**src/radio_status_io_pkg.sv**
```systemverilog
`default_nettype none
// ****************************************************************
// shared constants and types
// ****************************************************************
package radio_status_io_pkg;
  // apb address width, data buffer depth
  localparam int ADDR_W = 9;
  localparam int BUF_DEPTH = 66;
  // register word indices (byte address is four times the index)
  localparam logic [6:0] IDX_BUF_DATA = 7'h00;
  localparam logic [6:0] IDX_CHECK_CFG = 7'h30;
  localparam logic [6:0] IDX_BUF_CFG = 7'h35;
  localparam logic [6:0] IDX_SUPPLY_CFG = 7'h3D;
  localparam logic [6:0] IDX_IRQ2 = 7'h3F;
  localparam logic [6:0] IDX_MAP1 = 7'h40;
  localparam logic [6:0] IDX_MAP2 = 7'h41;
  localparam logic [6:0] IDX_REV = 7'h42;
  localparam logic [6:0] IDX_RETUNE = 7'h44;
  localparam logic [6:0] IDX_REFSEL = 7'h4B;
  localparam logic [6:0] IDX_AMP = 7'h4D;
  localparam logic [6:0] IDX_LAST_TEMP = 7'h5B;
  localparam logic [6:0] IDX_FRAC = 7'h5D;
  // second flag register bit positions
  localparam int B_FULL = 7;
  localparam int B_EMPTY = 6;
  localparam int B_LEVEL = 5;
  localparam int B_OVERRUN = 4;
  localparam int B_SENT = 3;
  localparam int B_READY = 2;
  localparam int B_CHECK = 1;
  localparam int B_SUPPLY = 0;
  // control bit positions
  localparam int B_RETUNE_EN = 7;
  localparam int B_EXT_REF = 4;
  localparam int B_EVT_CHOICE = 0;
  localparam int B_CHECK_ON = 4;
  localparam int B_CHECK_KEEP = 3;
  localparam int B_SUPPLY_EN = 3;
  // reset values
  localparam logic [7:0] MAP1_RST = 8'h00;
  localparam logic [7:0] MAP2_RST = 8'h00;
  localparam logic [7:0] RETUNE_RST = 8'h2D;
  localparam logic [7:0] REFSEL_RST = 8'h09;
  localparam logic [7:0] AMP_RST = 8'h84;
  localparam logic [7:0] LAST_TEMP_RST = 8'h00;
  localparam logic [3:0] FRAC_RST = 4'h0;
  localparam logic [6:0] BUF_CFG_RST = 7'h0F;
  localparam logic [7:0] CHECK_CFG_RST = 8'h10;
  localparam logic [7:0] SUPPLY_CFG_RST = 8'h02;
  // top boost code and top output level
  localparam logic [2:0] AMP_MAX = 3'h7;
  localparam logic [3:0] LEVEL_MAX = 4'hF;
  // pin event select codes
  localparam logic [1:0] SEL_FRAME = 2'h0;
  localparam logic [1:0] SEL_LEVEL = 2'h1;
  localparam logic [1:0] SEL_EMPTY = 2'h2;
  localparam logic [1:0] SEL_CHOSEN = 2'h3;
  // operating modes
  typedef enum logic [2:0] {
    MODE_SLEEP = 3'h0,
    MODE_STANDBY = 3'h1,
    MODE_SYNTH_TX = 3'h2,
    MODE_TX = 3'h3,
    MODE_SYNTH_RX = 3'h4,
    MODE_RX = 3'h5
  } op_mode_e;
  // single-cycle events and levels from the radio datapath
  typedef struct packed {
    logic frame_done;
    logic last_byte_rx;
    logic check_good;
    logic cal_done;
    logic signal_level_event;
    logic sync_lead_event;
    logic freq_lsb_written;
  } radio_evt_s;
endpackage : radio_status_io_pkg
`default_nettype wire

```
**src/radio_status_io_registers.sv**
```systemverilog
// Register access over APB is this design's own decision.
`timescale 1ns/100ps
`default_nettype none
module radio_status_io_registers
  import radio_status_io_pkg::*;
#(
  parameter logic [7:0] REVISION = 8'hA5, // arbitrary value
  parameter int DEPTH = BUF_DEPTH
) (
  // clock and reset
  input wire logic pclk,
  input wire logic presetn,
  // apb slave
  input wire logic psel,
  input wire logic penable,
  input wire logic pwrite,
  input wire logic [ADDR_W-1:0] paddr,
  input wire logic [31:0] pwdata,
  input wire logic [3:0] pstrb,
  output logic [31:0] prdata,
  output logic pready,
  output logic pslverr,
  // radio datapath side
  input wire op_mode_e op_mode,
  input wire radio_evt_s radio_evt,
  input wire logic fsk_mode,
  input wire logic push_stb,
  input wire logic [7:0] push_byte,
  input wire logic pop_stb,
  output logic [7:0] pop_byte,
  // analogue status and measurements
  input wire logic supply_below_async,
  input wire logic [7:0] temp_reading,
  input wire logic [3:0] output_level,
  input wire logic [15:0] rate_div_integer,
  input wire logic [23:0] carrier_freq_word,
  // controls to the radio
  output logic [5:0] gp_pin,
  output logic freq_apply,
  output logic [23:0] applied_freq,
  output logic xtal_drive_en,
  output logic ext_ref_accept,
  output logic [2:0] amp_boost_select,
  output logic boost_max,
  output logic [19:0] rate_divisor,
  output logic supply_detector_on
);

  // ****************************************************************
  // apb decode
  // ****************************************************************
  logic pready_r; // one wait state per access
  logic [31:0] prdata_r;
  logic pslverr_r;
  logic [6:0] idx; // word index
  logic mapped; // address hits a register
  logic wr_fire; // write takes effect
  logic rd_fire; // read completes
  logic [7:0] rd_byte; // read mux
  logic wr_lane; // low byte lane enabled

  assign idx = paddr[ADDR_W-1:2];
  assign wr_lane = pstrb[0];
  assign wr_fire = psel & penable & pready_r & pwrite & mapped & wr_lane;
  assign rd_fire = psel & penable & pready_r & ~pwrite & mapped;

  // address map check
  always_comb begin
    case (idx)
      IDX_BUF_DATA, IDX_CHECK_CFG, IDX_BUF_CFG, IDX_SUPPLY_CFG, IDX_IRQ2,
      IDX_MAP1, IDX_MAP2, IDX_REV, IDX_RETUNE, IDX_REFSEL, IDX_AMP,
      IDX_LAST_TEMP, IDX_FRAC: mapped = (paddr[1:0] == 2'h0);
      default: mapped = 1'b0;
    endcase
  end

  // ****************************************************************
  // control registers
  // ****************************************************************
  logic [7:0] map1_r; // pins 0-3 selects
  logic [7:0] map2_r; // pins 4-5 selects, choice bit
  logic [7:0] retune_r;
  logic [7:0] refsel_r;
  logic [7:0] amp_r;
  logic [7:0] last_temp_r;
  logic [3:0] frac_r;
  logic [6:0] thresh_r; // buffer level threshold
  logic [7:0] check_cfg_r;
  logic [7:0] supply_cfg_r;

  // plain read/write registers
  always_ff @(posedge pclk or negedge presetn) begin
    if (!presetn) begin
      map1_r <= MAP1_RST;
      map2_r <= MAP2_RST;
      retune_r <= RETUNE_RST;
      refsel_r <= REFSEL_RST;
      amp_r <= AMP_RST;
      frac_r <= FRAC_RST;
      thresh_r <= BUF_CFG_RST;
      check_cfg_r <= CHECK_CFG_RST;
      supply_cfg_r <= SUPPLY_CFG_RST;
    end else if (wr_fire) begin
      case (idx)
        IDX_MAP1: map1_r <= pwdata[7:0];
        IDX_MAP2: map2_r <= pwdata[7:0];
        IDX_RETUNE: retune_r <= pwdata[7:0];
        IDX_REFSEL: refsel_r <= pwdata[7:0];
        IDX_AMP: amp_r <= pwdata[7:0];
        IDX_FRAC: frac_r <= pwdata[3:0]; // upper nibble reads zero
        IDX_BUF_CFG: thresh_r <= pwdata[6:0];
        IDX_CHECK_CFG: check_cfg_r <= pwdata[7:0];
        IDX_SUPPLY_CFG: supply_cfg_r <= pwdata[7:0];
        default: ;
      endcase
    end
  end

  // last calibration temperature, capture beats software write
  always_ff @(posedge pclk or negedge presetn) begin
    if (!presetn) begin
      last_temp_r <= LAST_TEMP_RST;
    end else if (radio_evt.cal_done) begin
      last_temp_r <= temp_reading;
    end else if (wr_fire && idx == IDX_LAST_TEMP) begin
      last_temp_r <= pwdata[7:0];
    end
  end

  // ****************************************************************
  // data buffer
  // ****************************************************************
  logic [7:0] mem [DEPTH];
  logic [6:0] wptr_r;
  logic [6:0] rptr_r;
  logic [6:0] count_r;
  logic full; // buffer at capacity
  logic empty; // buffer holds nothing
  logic push_req;
  logic pop_req;
  logic do_push;
  logic do_pop;
  logic flush; // software write-one to overrun
  logic empty_evt; // buffer just became empty
  logic [7:0] push_data;
  logic [7:0] pop_byte_r;

  assign full = (count_r == 7'(DEPTH));
  assign empty = (count_r == 7'h00);
  assign push_req = push_stb | (wr_fire & (idx == IDX_BUF_DATA));
  assign pop_req = pop_stb | (rd_fire & (idx == IDX_BUF_DATA));
  assign push_data = push_stb ? push_byte : pwdata[7:0];
  assign do_push = push_req & ~full;
  assign do_pop = pop_req & ~empty;
  assign flush = wr_fire & (idx == IDX_IRQ2) & pwdata[B_OVERRUN];
  assign empty_evt = flush | (do_pop & ~do_push & (count_r == 7'h01));

  // storage array
  always_ff @(posedge pclk) begin
    if (do_push) begin
      mem[wptr_r] <= push_data;
    end
  end

  // pointers and count, flush empties at once
  always_ff @(posedge pclk or negedge presetn) begin
    if (!presetn) begin
      wptr_r <= 7'h00;
      rptr_r <= 7'h00;
      count_r <= 7'h00;
    end else if (flush) begin
      wptr_r <= 7'h00;
      rptr_r <= 7'h00;
      count_r <= 7'h00;
    end else begin
      if (do_push) begin
        wptr_r <= (wptr_r == 7'(DEPTH - 1)) ? 7'h00 : wptr_r + 7'h01;
      end
      if (do_pop) begin
        rptr_r <= (rptr_r == 7'(DEPTH - 1)) ? 7'h00 : rptr_r + 7'h01;
      end
      if (do_push && !do_pop) begin
        count_r <= count_r + 7'h01;
      end else if (do_pop && !do_push) begin
        count_r <= count_r - 7'h01;
      end
    end
  end

  // popped byte for the datapath
  always_ff @(posedge pclk or negedge presetn) begin
    if (!presetn) begin
      pop_byte_r <= 8'h00;
    end else if (do_pop) begin
      pop_byte_r <= mem[rptr_r];
    end
  end

  // ****************************************************************
  // event flags
  // ****************************************************************
  logic overrun_r;
  logic sent_r;
  logic ready_r;
  logic check_r;
  logic supply_r;
  logic level; // count above threshold
  logic overrun_evt;
  logic ready_ok; // check gate for payload ready
  logic [1:0] supply_sync_r; // two-stage synchroniser
  logic in_rx;

  assign level = (count_r > thresh_r);
  assign in_rx = (op_mode == MODE_RX);
  // overflow or underflow outside sleep
  assign overrun_evt = ((push_req & full) | (pop_req & empty)) & (op_mode != MODE_SLEEP);
  assign ready_ok = ~check_cfg_r[B_CHECK_ON] | check_cfg_r[B_CHECK_KEEP] | radio_evt.check_good;

  // overrun: set wins over write-one clear
  always_ff @(posedge pclk or negedge presetn) begin
    if (!presetn) begin
      overrun_r <= 1'b0;
    end else if (overrun_evt) begin
      overrun_r <= 1'b1;
    end else if (flush) begin
      overrun_r <= 1'b0;
    end
  end

  // frame sent only while transmitting
  always_ff @(posedge pclk or negedge presetn) begin
    if (!presetn) begin
      sent_r <= 1'b0;
    end else if (op_mode != MODE_TX) begin
      sent_r <= 1'b0;
    end else if (radio_evt.frame_done) begin
      sent_r <= 1'b1;
    end
  end

  // payload ready, set wins over empty clear
  always_ff @(posedge pclk or negedge presetn) begin
    if (!presetn) begin
      ready_r <= 1'b0;
    end else if (in_rx && radio_evt.last_byte_rx && ready_ok) begin
      ready_r <= 1'b1;
    end else if (empty_evt) begin
      ready_r <= 1'b0;
    end
  end

  // check pass, set wins over empty clear
  always_ff @(posedge pclk or negedge presetn) begin
    if (!presetn) begin
      check_r <= 1'b0;
    end else if (in_rx && radio_evt.last_byte_rx && radio_evt.check_good) begin
      check_r <= 1'b1;
    end else if (empty_evt) begin
      check_r <= 1'b0;
    end
  end

  // supply comparator crosses clock domain
  always_ff @(posedge pclk or negedge presetn) begin
    if (!presetn) begin
      supply_sync_r <= 2'b00;
    end else begin
      supply_sync_r <= {supply_sync_r[0], supply_below_async};
    end
  end

  // supply low, sticky until write-one, set wins
  always_ff @(posedge pclk or negedge presetn) begin
    if (!presetn) begin
      supply_r <= 1'b0;
    end else if (supply_cfg_r[B_SUPPLY_EN] && supply_sync_r[1]) begin
      supply_r <= 1'b1;
    end else if (wr_fire && idx == IDX_IRQ2 && pwdata[B_SUPPLY]) begin
      supply_r <= 1'b0;
    end
  end

  // ****************************************************************
  // read mux and apb response
  // ****************************************************************
  logic [7:0] flags2; // only overrun and supply bits are writable
  assign flags2 = {full, empty, level, overrun_r, sent_r, ready_r, check_r, supply_r};

  // read data selection
  always_comb begin
    case (idx)
      IDX_BUF_DATA: rd_byte = mem[rptr_r];
      IDX_CHECK_CFG: rd_byte = check_cfg_r;
      IDX_BUF_CFG: rd_byte = {1'b0, thresh_r};
      IDX_SUPPLY_CFG: rd_byte = supply_cfg_r;
      IDX_IRQ2: rd_byte = flags2;
      IDX_MAP1: rd_byte = map1_r;
      IDX_MAP2: rd_byte = map2_r;
      IDX_REV: rd_byte = REVISION;
      IDX_RETUNE: rd_byte = retune_r;
      IDX_REFSEL: rd_byte = refsel_r;
      IDX_AMP: rd_byte = amp_r;
      IDX_LAST_TEMP: rd_byte = last_temp_r;
      IDX_FRAC: rd_byte = {4'h0, frac_r};
      default: rd_byte = 8'h00;
    endcase
  end

  // one wait state, error on unmapped address
  always_ff @(posedge pclk or negedge presetn) begin
    if (!presetn) begin
      pready_r <= 1'b0;
      prdata_r <= 32'h0000_0000;
      pslverr_r <= 1'b0;
    end else if (psel && penable && !pready_r) begin
      pready_r <= 1'b1;
      prdata_r <= {24'h00_0000, (mapped && !pwrite) ? rd_byte : 8'h00};
      pslverr_r <= ~mapped;
    end else begin
      pready_r <= 1'b0;
      pslverr_r <= 1'b0;
    end
  end

  // ****************************************************************
  // radio controls
  // ****************************************************************
  logic [5:0] gp_pin_r;
  logic freq_apply_r;
  logic [23:0] applied_freq_r;
  logic xtal_r;
  logic ext_r;
  logic [2:0] amp_sel_r;
  logic boost_max_r;
  logic [19:0] divisor_r;
  logic detector_r;
  op_mode_e mode_prev_r;
  logic [11:0] pin_sel; // six packed two-bit selects
  logic chosen_evt;
  logic frame_evt;
  logic synth_req; // entry into a synth mode
  logic apply_now;

  assign pin_sel = {map2_r[5:4], map2_r[7:6], map1_r[1:0], map1_r[3:2], map1_r[5:4], map1_r[7:6]};
  assign chosen_evt = map2_r[B_EVT_CHOICE] ? radio_evt.sync_lead_event : radio_evt.signal_level_event;
  assign frame_evt = in_rx ? ready_r : sent_r;
  assign synth_req = (op_mode != mode_prev_r) && (op_mode == MODE_SYNTH_TX || op_mode == MODE_SYNTH_RX);
  assign apply_now = retune_r[B_RETUNE_EN] ? radio_evt.freq_lsb_written : synth_req;

  // per-pin event routing
  for (genvar p = 0; p < 6; p++) begin : g_pin
    always_ff @(posedge pclk or negedge presetn) begin
      if (!presetn) begin
        gp_pin_r[p] <= 1'b0;
      end else begin
        case (pin_sel[2*p +: 2])
          SEL_FRAME: gp_pin_r[p] <= frame_evt;
          SEL_LEVEL: gp_pin_r[p] <= level;
          SEL_EMPTY: gp_pin_r[p] <= empty;
          SEL_CHOSEN: gp_pin_r[p] <= chosen_evt;
          default: gp_pin_r[p] <= 1'b0;
        endcase
      end
    end
  end

  // carrier word validation
  always_ff @(posedge pclk or negedge presetn) begin
    if (!presetn) begin
      mode_prev_r <= MODE_SLEEP;
      freq_apply_r <= 1'b0;
      applied_freq_r <= 24'h00_0000;
    end else begin
      mode_prev_r <= op_mode;
      freq_apply_r <= apply_now;
      if (apply_now) begin
        applied_freq_r <= carrier_freq_word;
      end
    end
  end

  // reference, boost, divisor, detector enable
  always_ff @(posedge pclk or negedge presetn) begin
    if (!presetn) begin
      xtal_r <= 1'b1;
      ext_r <= 1'b0;
      amp_sel_r <= AMP_RST[2:0];
      boost_max_r <= 1'b0;
      divisor_r <= 20'h0_0000;
      detector_r <= 1'b0;
    end else begin
      xtal_r <= ~refsel_r[B_EXT_REF];
      ext_r <= refsel_r[B_EXT_REF];
      amp_sel_r <= amp_r[2:0];
      boost_max_r <= (amp_r[2:0] == AMP_MAX) && (output_level == LEVEL_MAX);
      divisor_r <= {rate_div_integer, fsk_mode ? frac_r : 4'h0};
      detector_r <= supply_cfg_r[B_SUPPLY_EN];
    end
  end

  assign prdata = prdata_r;
  assign pready = pready_r;
  assign pslverr = pslverr_r;
  assign pop_byte = pop_byte_r;
  assign gp_pin = gp_pin_r;
  assign freq_apply = freq_apply_r;
  assign applied_freq = applied_freq_r;
  assign xtal_drive_en = xtal_r;
  assign ext_ref_accept = ext_r;
  assign amp_boost_select = amp_sel_r;
  assign boost_max = boost_max_r;
  assign rate_divisor = divisor_r;
  assign supply_detector_on = detector_r;
endmodule : radio_status_io_registers
`default_nettype wire
```
**config.mk**
```make
export PLATFORM = sky130hd
export DESIGN_NAME = radio_status_io_registers
export DESIGN_NICKNAME = d
export VERILOG_FILES = /design/src/radio_status_io_pkg.sv /design/src/radio_status_io_registers.sv
export SDC_FILE = /design/constraint.sdc
export NUM_CORES = 1
export LEC_CHECK = 0
export BUFFER_PORTS_ARGS = -buffer_cell sky130_fd_sc_hd__buf_2
export CORE_AREA = 2 2 246 248
export CTS_BUF_LIST = sky130_fd_sc_hd__clkbuf_8
export DETAILED_ROUTE_END_ITERATION = 8
export DIE_AREA = 0 0 248 250
export PLACE_DENSITY = 0.67
export SYNTH_ARGS = -nofsm -noshare
export SYNTH_HDL_FRONTEND = slang
export SYNTH_SLANG_ARGS = --single-unit
```
**constraint.sdc**
```tcl
create_clock -name pclk -period 3.2 [get_ports pclk]
set_input_delay 0.16 -clock pclk [delete_from_list [all_inputs] [get_ports pclk]]
set_output_delay 0.16 -clock pclk [all_outputs]
set_load 0.005 [all_outputs]
```
-- Word-level counts from Yosys, hierarchy flattened
Memories as Yosys holds them, arrays and structs flattened.
Cells that the tools add are included.
- register bits: 182
- memory bits (writable): 528
- output and inout port bits: 100
- word-level logic and storage cells: 202
- memories kept: 1
- add/subtract/negate cells: 4
- order comparisons: 1
- equal/unequal tests: 41
- mux-type cells: 38
- bitwise operators: 31
- reductions and logical operators: 48
- memory list (memory ; depth ; bits a word ; read ports ; clocked after memory_dff ; write ports ; line ; source):
    mem ; 66 ; 8 ; 1 ; 0 ; 1 ; radio_status_io_registers.sv:133 ; logic [7:0] mem [DEPTH];
- operators with widths (operator ; count):
    $pmux 8 s13 ; 1
    $eq 7x7->1 const B ; 11
    $mux 7 ; 9
    $mux 8 ; 4
    $eq 7x6->1 const B ; 4
    $eq 2x2->1 const B ; 12
    $pmux 1 s4 ; 6
    $add 7x1->7 const B ; 3
    $and 1x1->1 ; 18
    $reduce_and 2->1 ; 9
    $mux 1 ; 17
    $reduce_bool 2->1 ; 8
    $logic_and 1x1->1 ; 14
    $logic_not 2->1 ; 7
    $logic_not 7->1 ; 2
    $reduce_or 13->1 ; 1
    $eq 2x1->1 const B ; 6
    $eq 3x3->1 const B ; 3
    $eq 7x1->1 const B ; 1
    $gt 7x7->1 ; 1
    $not 1->1 ; 7
    $sub 7x1->7 const B ; 1
    $or 1x1->1 ; 6
    $reduce_bool 3->1 ; 2
    7 further kinds ; 10

-- Depth between registers and ports, before layout
- depth in word-level cells: 14
- mapped depth: 10
- gate-level depth less buffers: 8

-- Least setup slack after synthesis
No wires, ideal clock.
- path type: input port to flip-flop
- from: input port paddr[5]
- to: memory mem[25][0] (enable)
- setup time: 0.370 ns
- arrival: 2.120 ns
- required time: 2.830 ns
- setup slack: 0.710 ns
- stages: 7
- path through: clkbuf_1 -> or4_4 -> nor4_4 -> a21oi_2 -> nor3_1 -> nand3b_1 -> nor2_1
- word-level cells in the longest chain between the ends: 10
- elaborated cells on any way between the ends: 22
- ends and longest elaborated chain (element ; line ; source):
    from (decl) ; radio_status_io_registers.sv:17 ; input wire logic [ADDR_W-1:0] paddr,
    $eq 7x7->1, or another cell as far along ; radio_status_io_registers.sv:69 ; case (idx)
    $reduce_or 13->1 ; radio_status_io_registers.sv:69 ;
    $mux 1 ; radio_status_io_registers.sv:69 ;
    $and 1x1->1 (2 in a row) ; radio_status_io_registers.sv:64 ; assign wr_fire = psel & penable & pready_r & pwrite & mapped & wr_lane;
    $and 1x1->1 * ; radio_status_io_registers.sv:150 ; assign push_req = push_stb | (wr_fire & (idx == IDX_BUF_DATA));
    $or 1x1->1 * ; radio_status_io_registers.sv:150 ;
    $and 1x1->1 * ; radio_status_io_registers.sv:153 ; assign do_push = push_req & ~full;
    $mux 1 * ; radio_status_io_registers.sv:160 ; if (do_push) begin
    $mux 1 (implied by the code) * ; radio_status_io_registers.sv:161 ; mem[wptr_r] <= push_data;
    to (decl) ; radio_status_io_registers.sv:133 ;
Mark *: on every way between the ends. The rest lies on a longest branch, timed or not.

-- Final worst setup path
- from: register rptr_r[1]
- to: register pop_byte_r[5] (netlist: pop_byte[5]), read port of mem
- word-level cells in the longest chain between the ends: 1
- ends and longest elaborated chain (element ; line ; source):
    from (decl) ; radio_status_io_registers.sv:135 ; logic [6:0] rptr_r;
    from (signal assigned) ; radio_status_io_registers.sv:180 ; rptr_r <= (rptr_r == 7'(DEPTH - 1)) ? 7'h00 : rptr_r + 7'h01;
    $mem_v2 66x8 ; -- ;
    to (decl) ; radio_status_io_registers.sv:146 ; logic [7:0] pop_byte_r;
Every way passes these cells.
A chain may end at the register's enable or synchronous reset.

==> run_results.csv <==
group,metric,value,unit
job,cap_violations,0,
layout,final_area,35200,um^2
clock_tree,cts-root-buf,"clkbuf_8",
run_status,status,"complete, no violations",
drt,first_pass_iters,6,
layout,drive_gt1_frac,0.335,
worst_setup_path,path_cells,"buf_4 > buf_4 > mux4_2 > and2_1 > a211oi_1 > a211oi_1 > nor4_1 > buf_4 > a21oi_1",
sta,hold_violations,0,
sta,fin_skew,0.0251,ns
synth,synthCells,1742,
clock_tree,cts_tree,"built",
worst_setup_path,reg2regPathDepth,9,
power_and_ir_drop,powerDensity,680,nW/um^2
floorplanning,io_pins,224,
floorplanning,die_area,62000,um^2
clock_tree,cts_setup_buffers,0,
worst_setup_path,cp.buffers_inverters,3,
synth,synth_cell_type_count,84,
sta,rsz0062_at_grt,"false",
sta,tns,0,ns
worst_setup_path,r2r_setup_slack,0.18,ns
min_path,hp-class,"in -> reg",
sta,fin_hold_ws,0.0898,ns
sta,worst_pin_slew,0.931,ns
sta,slew_viol_final,0,
worst_setup_path,crit_fanout,23,
worst_setup_path,cpMaxStageDelayCell,"dfrtp_4",
worst_setup_path,worst_setup_path_end_kind,"register",
drt,num_vias,17873,
layout,fin_nets,2332,
power_and_ir_drop,leakage,0.0131,uW
min_path,min-delay-start,"rate_div_integer[12]",
place,dp_hpwl,50700,um
floorplanning,fp.dieW,248,um
sta,clock.fmax,331,MHz
floorplanning,start_util,0.495,
min_path,min_path_cells,2,
layout,fin_util,0.591,
clock_tree,clk_pin_slew,0.06,ns
worst_setup_path,critPathMaxStageDelay,0.70,ns
clock_tree,clock-sinks,710,
worst_setup_path,r2r_start,"rptr_r[1]",
layout,antenna_cells,0,
worst_setup_path,crit_type,"reg -> reg",
floorplanning,rows,90,
global_routing,grt_first_pass_wirelength,114000,um
power_and_ir_drop,p_sw,7320,uW
drt,antenna_left,0,
synth,ys_seq_elements,710,
worst_setup_path,rr_endpoint,"pop_byte[5]",
place,place_area,32200,um^2
clock_tree,cts_buffer_depth,3,
synth,synth_area,29500,um^2
power_and_ir_drop,vdd_drop_max,395,uV
floorplanning,core_region_area,59600,um^2
global_routing,grt_max_degree,111,
synth,syn_area_per_cell,16.9,um^2
drt,vias_per_cell,5.83,
drt,wl_per_cell,24.8,um
drt,drcViolationCount,0,
global_routing,grt_use_total,0.249,
drt,drt_iter0_drc,1563,
worst_setup_path,cpMostUsedCell,"buf_4",
worst_setup_path,critPathRequiredTime,3.77,ns
synth,async_flop_share,0.256,
sta,maxSlewHeadroom,0.380,
clock_tree,clock_latency,0.71,ns
worst_setup_path,startpoint_type,"register",
drt,routed_wl,76100,um
global_routing,grt_pass1_vias,18362,
power_and_ir_drop,clkPwrFrac,0.297,
clock_tree,ctsHoldBuffers,93,
worst_setup_path,cp.arrival,3.59,ns
min_path,hold_end,"rate_divisor[16]",
clock_tree,cts.repair.resized,0,
global_routing,antenna_found_initial,0,
global_routing,grt.overflow.total,0,
place,port_buffers,172,
power_and_ir_drop,combPwrFrac,0.245,
clock_tree,htree_levels,3,
synth,yosys_warnings,0,
power_and_ir_drop,p_sw_frac,0.306,
synth,ys_seq_area_frac,0.693,
floorplanning,die-height,250,um
place,place_congestion,0.929,
power_and_ir_drop,internal_power,16600,uW
synth,synth_edf_count,528,
clock_tree,cts_made_buffers,112,
sta,min_period_over_period,0.943,
worst_setup_path,cpLargestDelayFamily,"buffers and inverters",
sta,period_minus_slack,3.02,ns
synth,synth_ff_type,"edfxtp_1",
sta,finalSetupViolations,0,
layout,area_growth,19.3,%
power_and_ir_drop,power_frac_seq,0.458,
## cell usage after synthesis (24+ instances only)
cell,n,area share
clkbuf_1,42,0.0053
edfxtp_1,528,0.54
mux2i_1,44,0.015
nor2_1,122,0.016
nand2_1,67,0.0085
a22oi_1,29,0.0074
mux4_2,128,0.098
and3_1,24,0.0051
mux2_2,116,0.044
o21ai_0,25,0.0042
dfrtp_1,166,0.14
buf_4,36,0.0092
a21oi_1,43,0.0073
## worst max path at each step
stage                     slack (ns)     endpoint  cells past startpoint       from
final                           0.18  pop_byte[5]                      9  rptr_r[1]
after CTS                       0.23  pop_byte[5]                      9  rptr_r[1]
after global routing            0.12  pop_byte[5]                      9  rptr_r[0]
after detailed placement        0.25  pop_byte[5]                      9  rptr_r[1]
after global placement          0.23  pop_byte[5]                      9  rptr_r[1]
after floorplan                 0.71   mem[25][0]                      7   paddr[5]
## power by group through the flow
stage	sequential (uW)	clock, uW	combinational [uW]
global route	11000	7680	6240
floorplan	10800	0	3530
finish	11000	7110	5850
global placement	11100	0	5630
CTS	10900	7280	5830
detailed placement	11100	0	5720
## logic make-up (layout without fill, tap and decap cells)
kind of cell / count (synthesis) / after routing / synth area share
flip-flops: 710 / 710 / 0.693
AND/OR/NAND/NOR: 370 / 370 / 0.0646
multiplexers: 288 / 288 / 0.157
AO/OA/AOI/OAI: 217 / 217 / 0.0528
buffers and inverters: 133 / 651 / 0.0230
adder cells (fa/ha/maj): 16 / 16 / 0.00679
XOR/XNOR: 7 / 7 / 0.00255
other: 1 / 24 / 0.000127
## sequential cells by signal, summed over array words and instances, names as in the netlist, 4 cells and up
register      flops
frac_r            4
refsel_r          8
mem             528
thresh_r          7
supply_cfg_r      8
rate_divisor     20
map2_r            8
retune_r          8
rptr_r            7
pop_byte          8
last_temp_r       8
wptr_r            7
gp_pin            6
map1_r            8
count_r           7
amp_r             8
prdata            8
applied_freq     24
check_cfg_r       8
## layout by cell type, fill, tap and decap left out, types with 5 or more instances in the layout
cell	Yosys	final
a211oi_1	12	12
a21oi_1	43	42
a221oi_1	6	6
a22o_1	11	11
a22oi_1	29	29
a31oi_1	8	8
and2_1	18	18
and3_1	24	24
buf_12	0	10
buf_2	23	171
buf_4	36	152
clkbuf_8	0	123
clkinv_1	1	21
clkinv_2	0	11
conb_1	1	24
dfrtp_1	166	163
dfstp_2	16	16
dlygate4sd3_1	0	93
edfxtp_1	528	528
ha_1	16	16
inv_1	18	62
mux2_2	116	116
mux2i_1	44	44
mux4_2	128	128
nand2_1	67	67
nand2b_1	10	10
nand3_1	23	23
nand3b_1	9	9
nand4_1	10	10
nor2_1	122	121
nor2b_1	20	20
nor3_1	19	19
nor3b_1	6	6
nor4_1	7	7
o21ai_0	25	25
o22a_1	7	7
o22ai_1	18	18
o41ai_1	5	5
or2_2	7	7
## stage by stage
stage / total power [uW] / worst slack (ns) / cells
final: 23900 / 0.181 / 3065
after global routing: 24900 / 0.122 / 3065
after floorplan: 14400 / 0.710 / 1765
after CTS: 24000 / 0.230 / 3065
after detailed placement: 16800 / 0.254 / 2767
after global placement: 16700 / 0.226 / 2767
## final cells by class
cell class | instances | area, um^2
fill | 4435 | 24400
multi-input combinational | 922 | 8460
clock buffer | 122 | 1680
inverter | 19 | 71.3
clock inverter | 83 | 410
tap | 782 | 978
sequential | 710 | 20400
timing repair buffer | 427 | 3140
## layer usage
layer	GRT usage	up-vias	routed length, um
met3	0.0404	137	5380
met5	0	-	0
li1	-	7761	-
met4	0.0922	0	2360
met1	0.347	9214	32100
met2	0.396	761	36300
(Power assumes the default switching activity.)
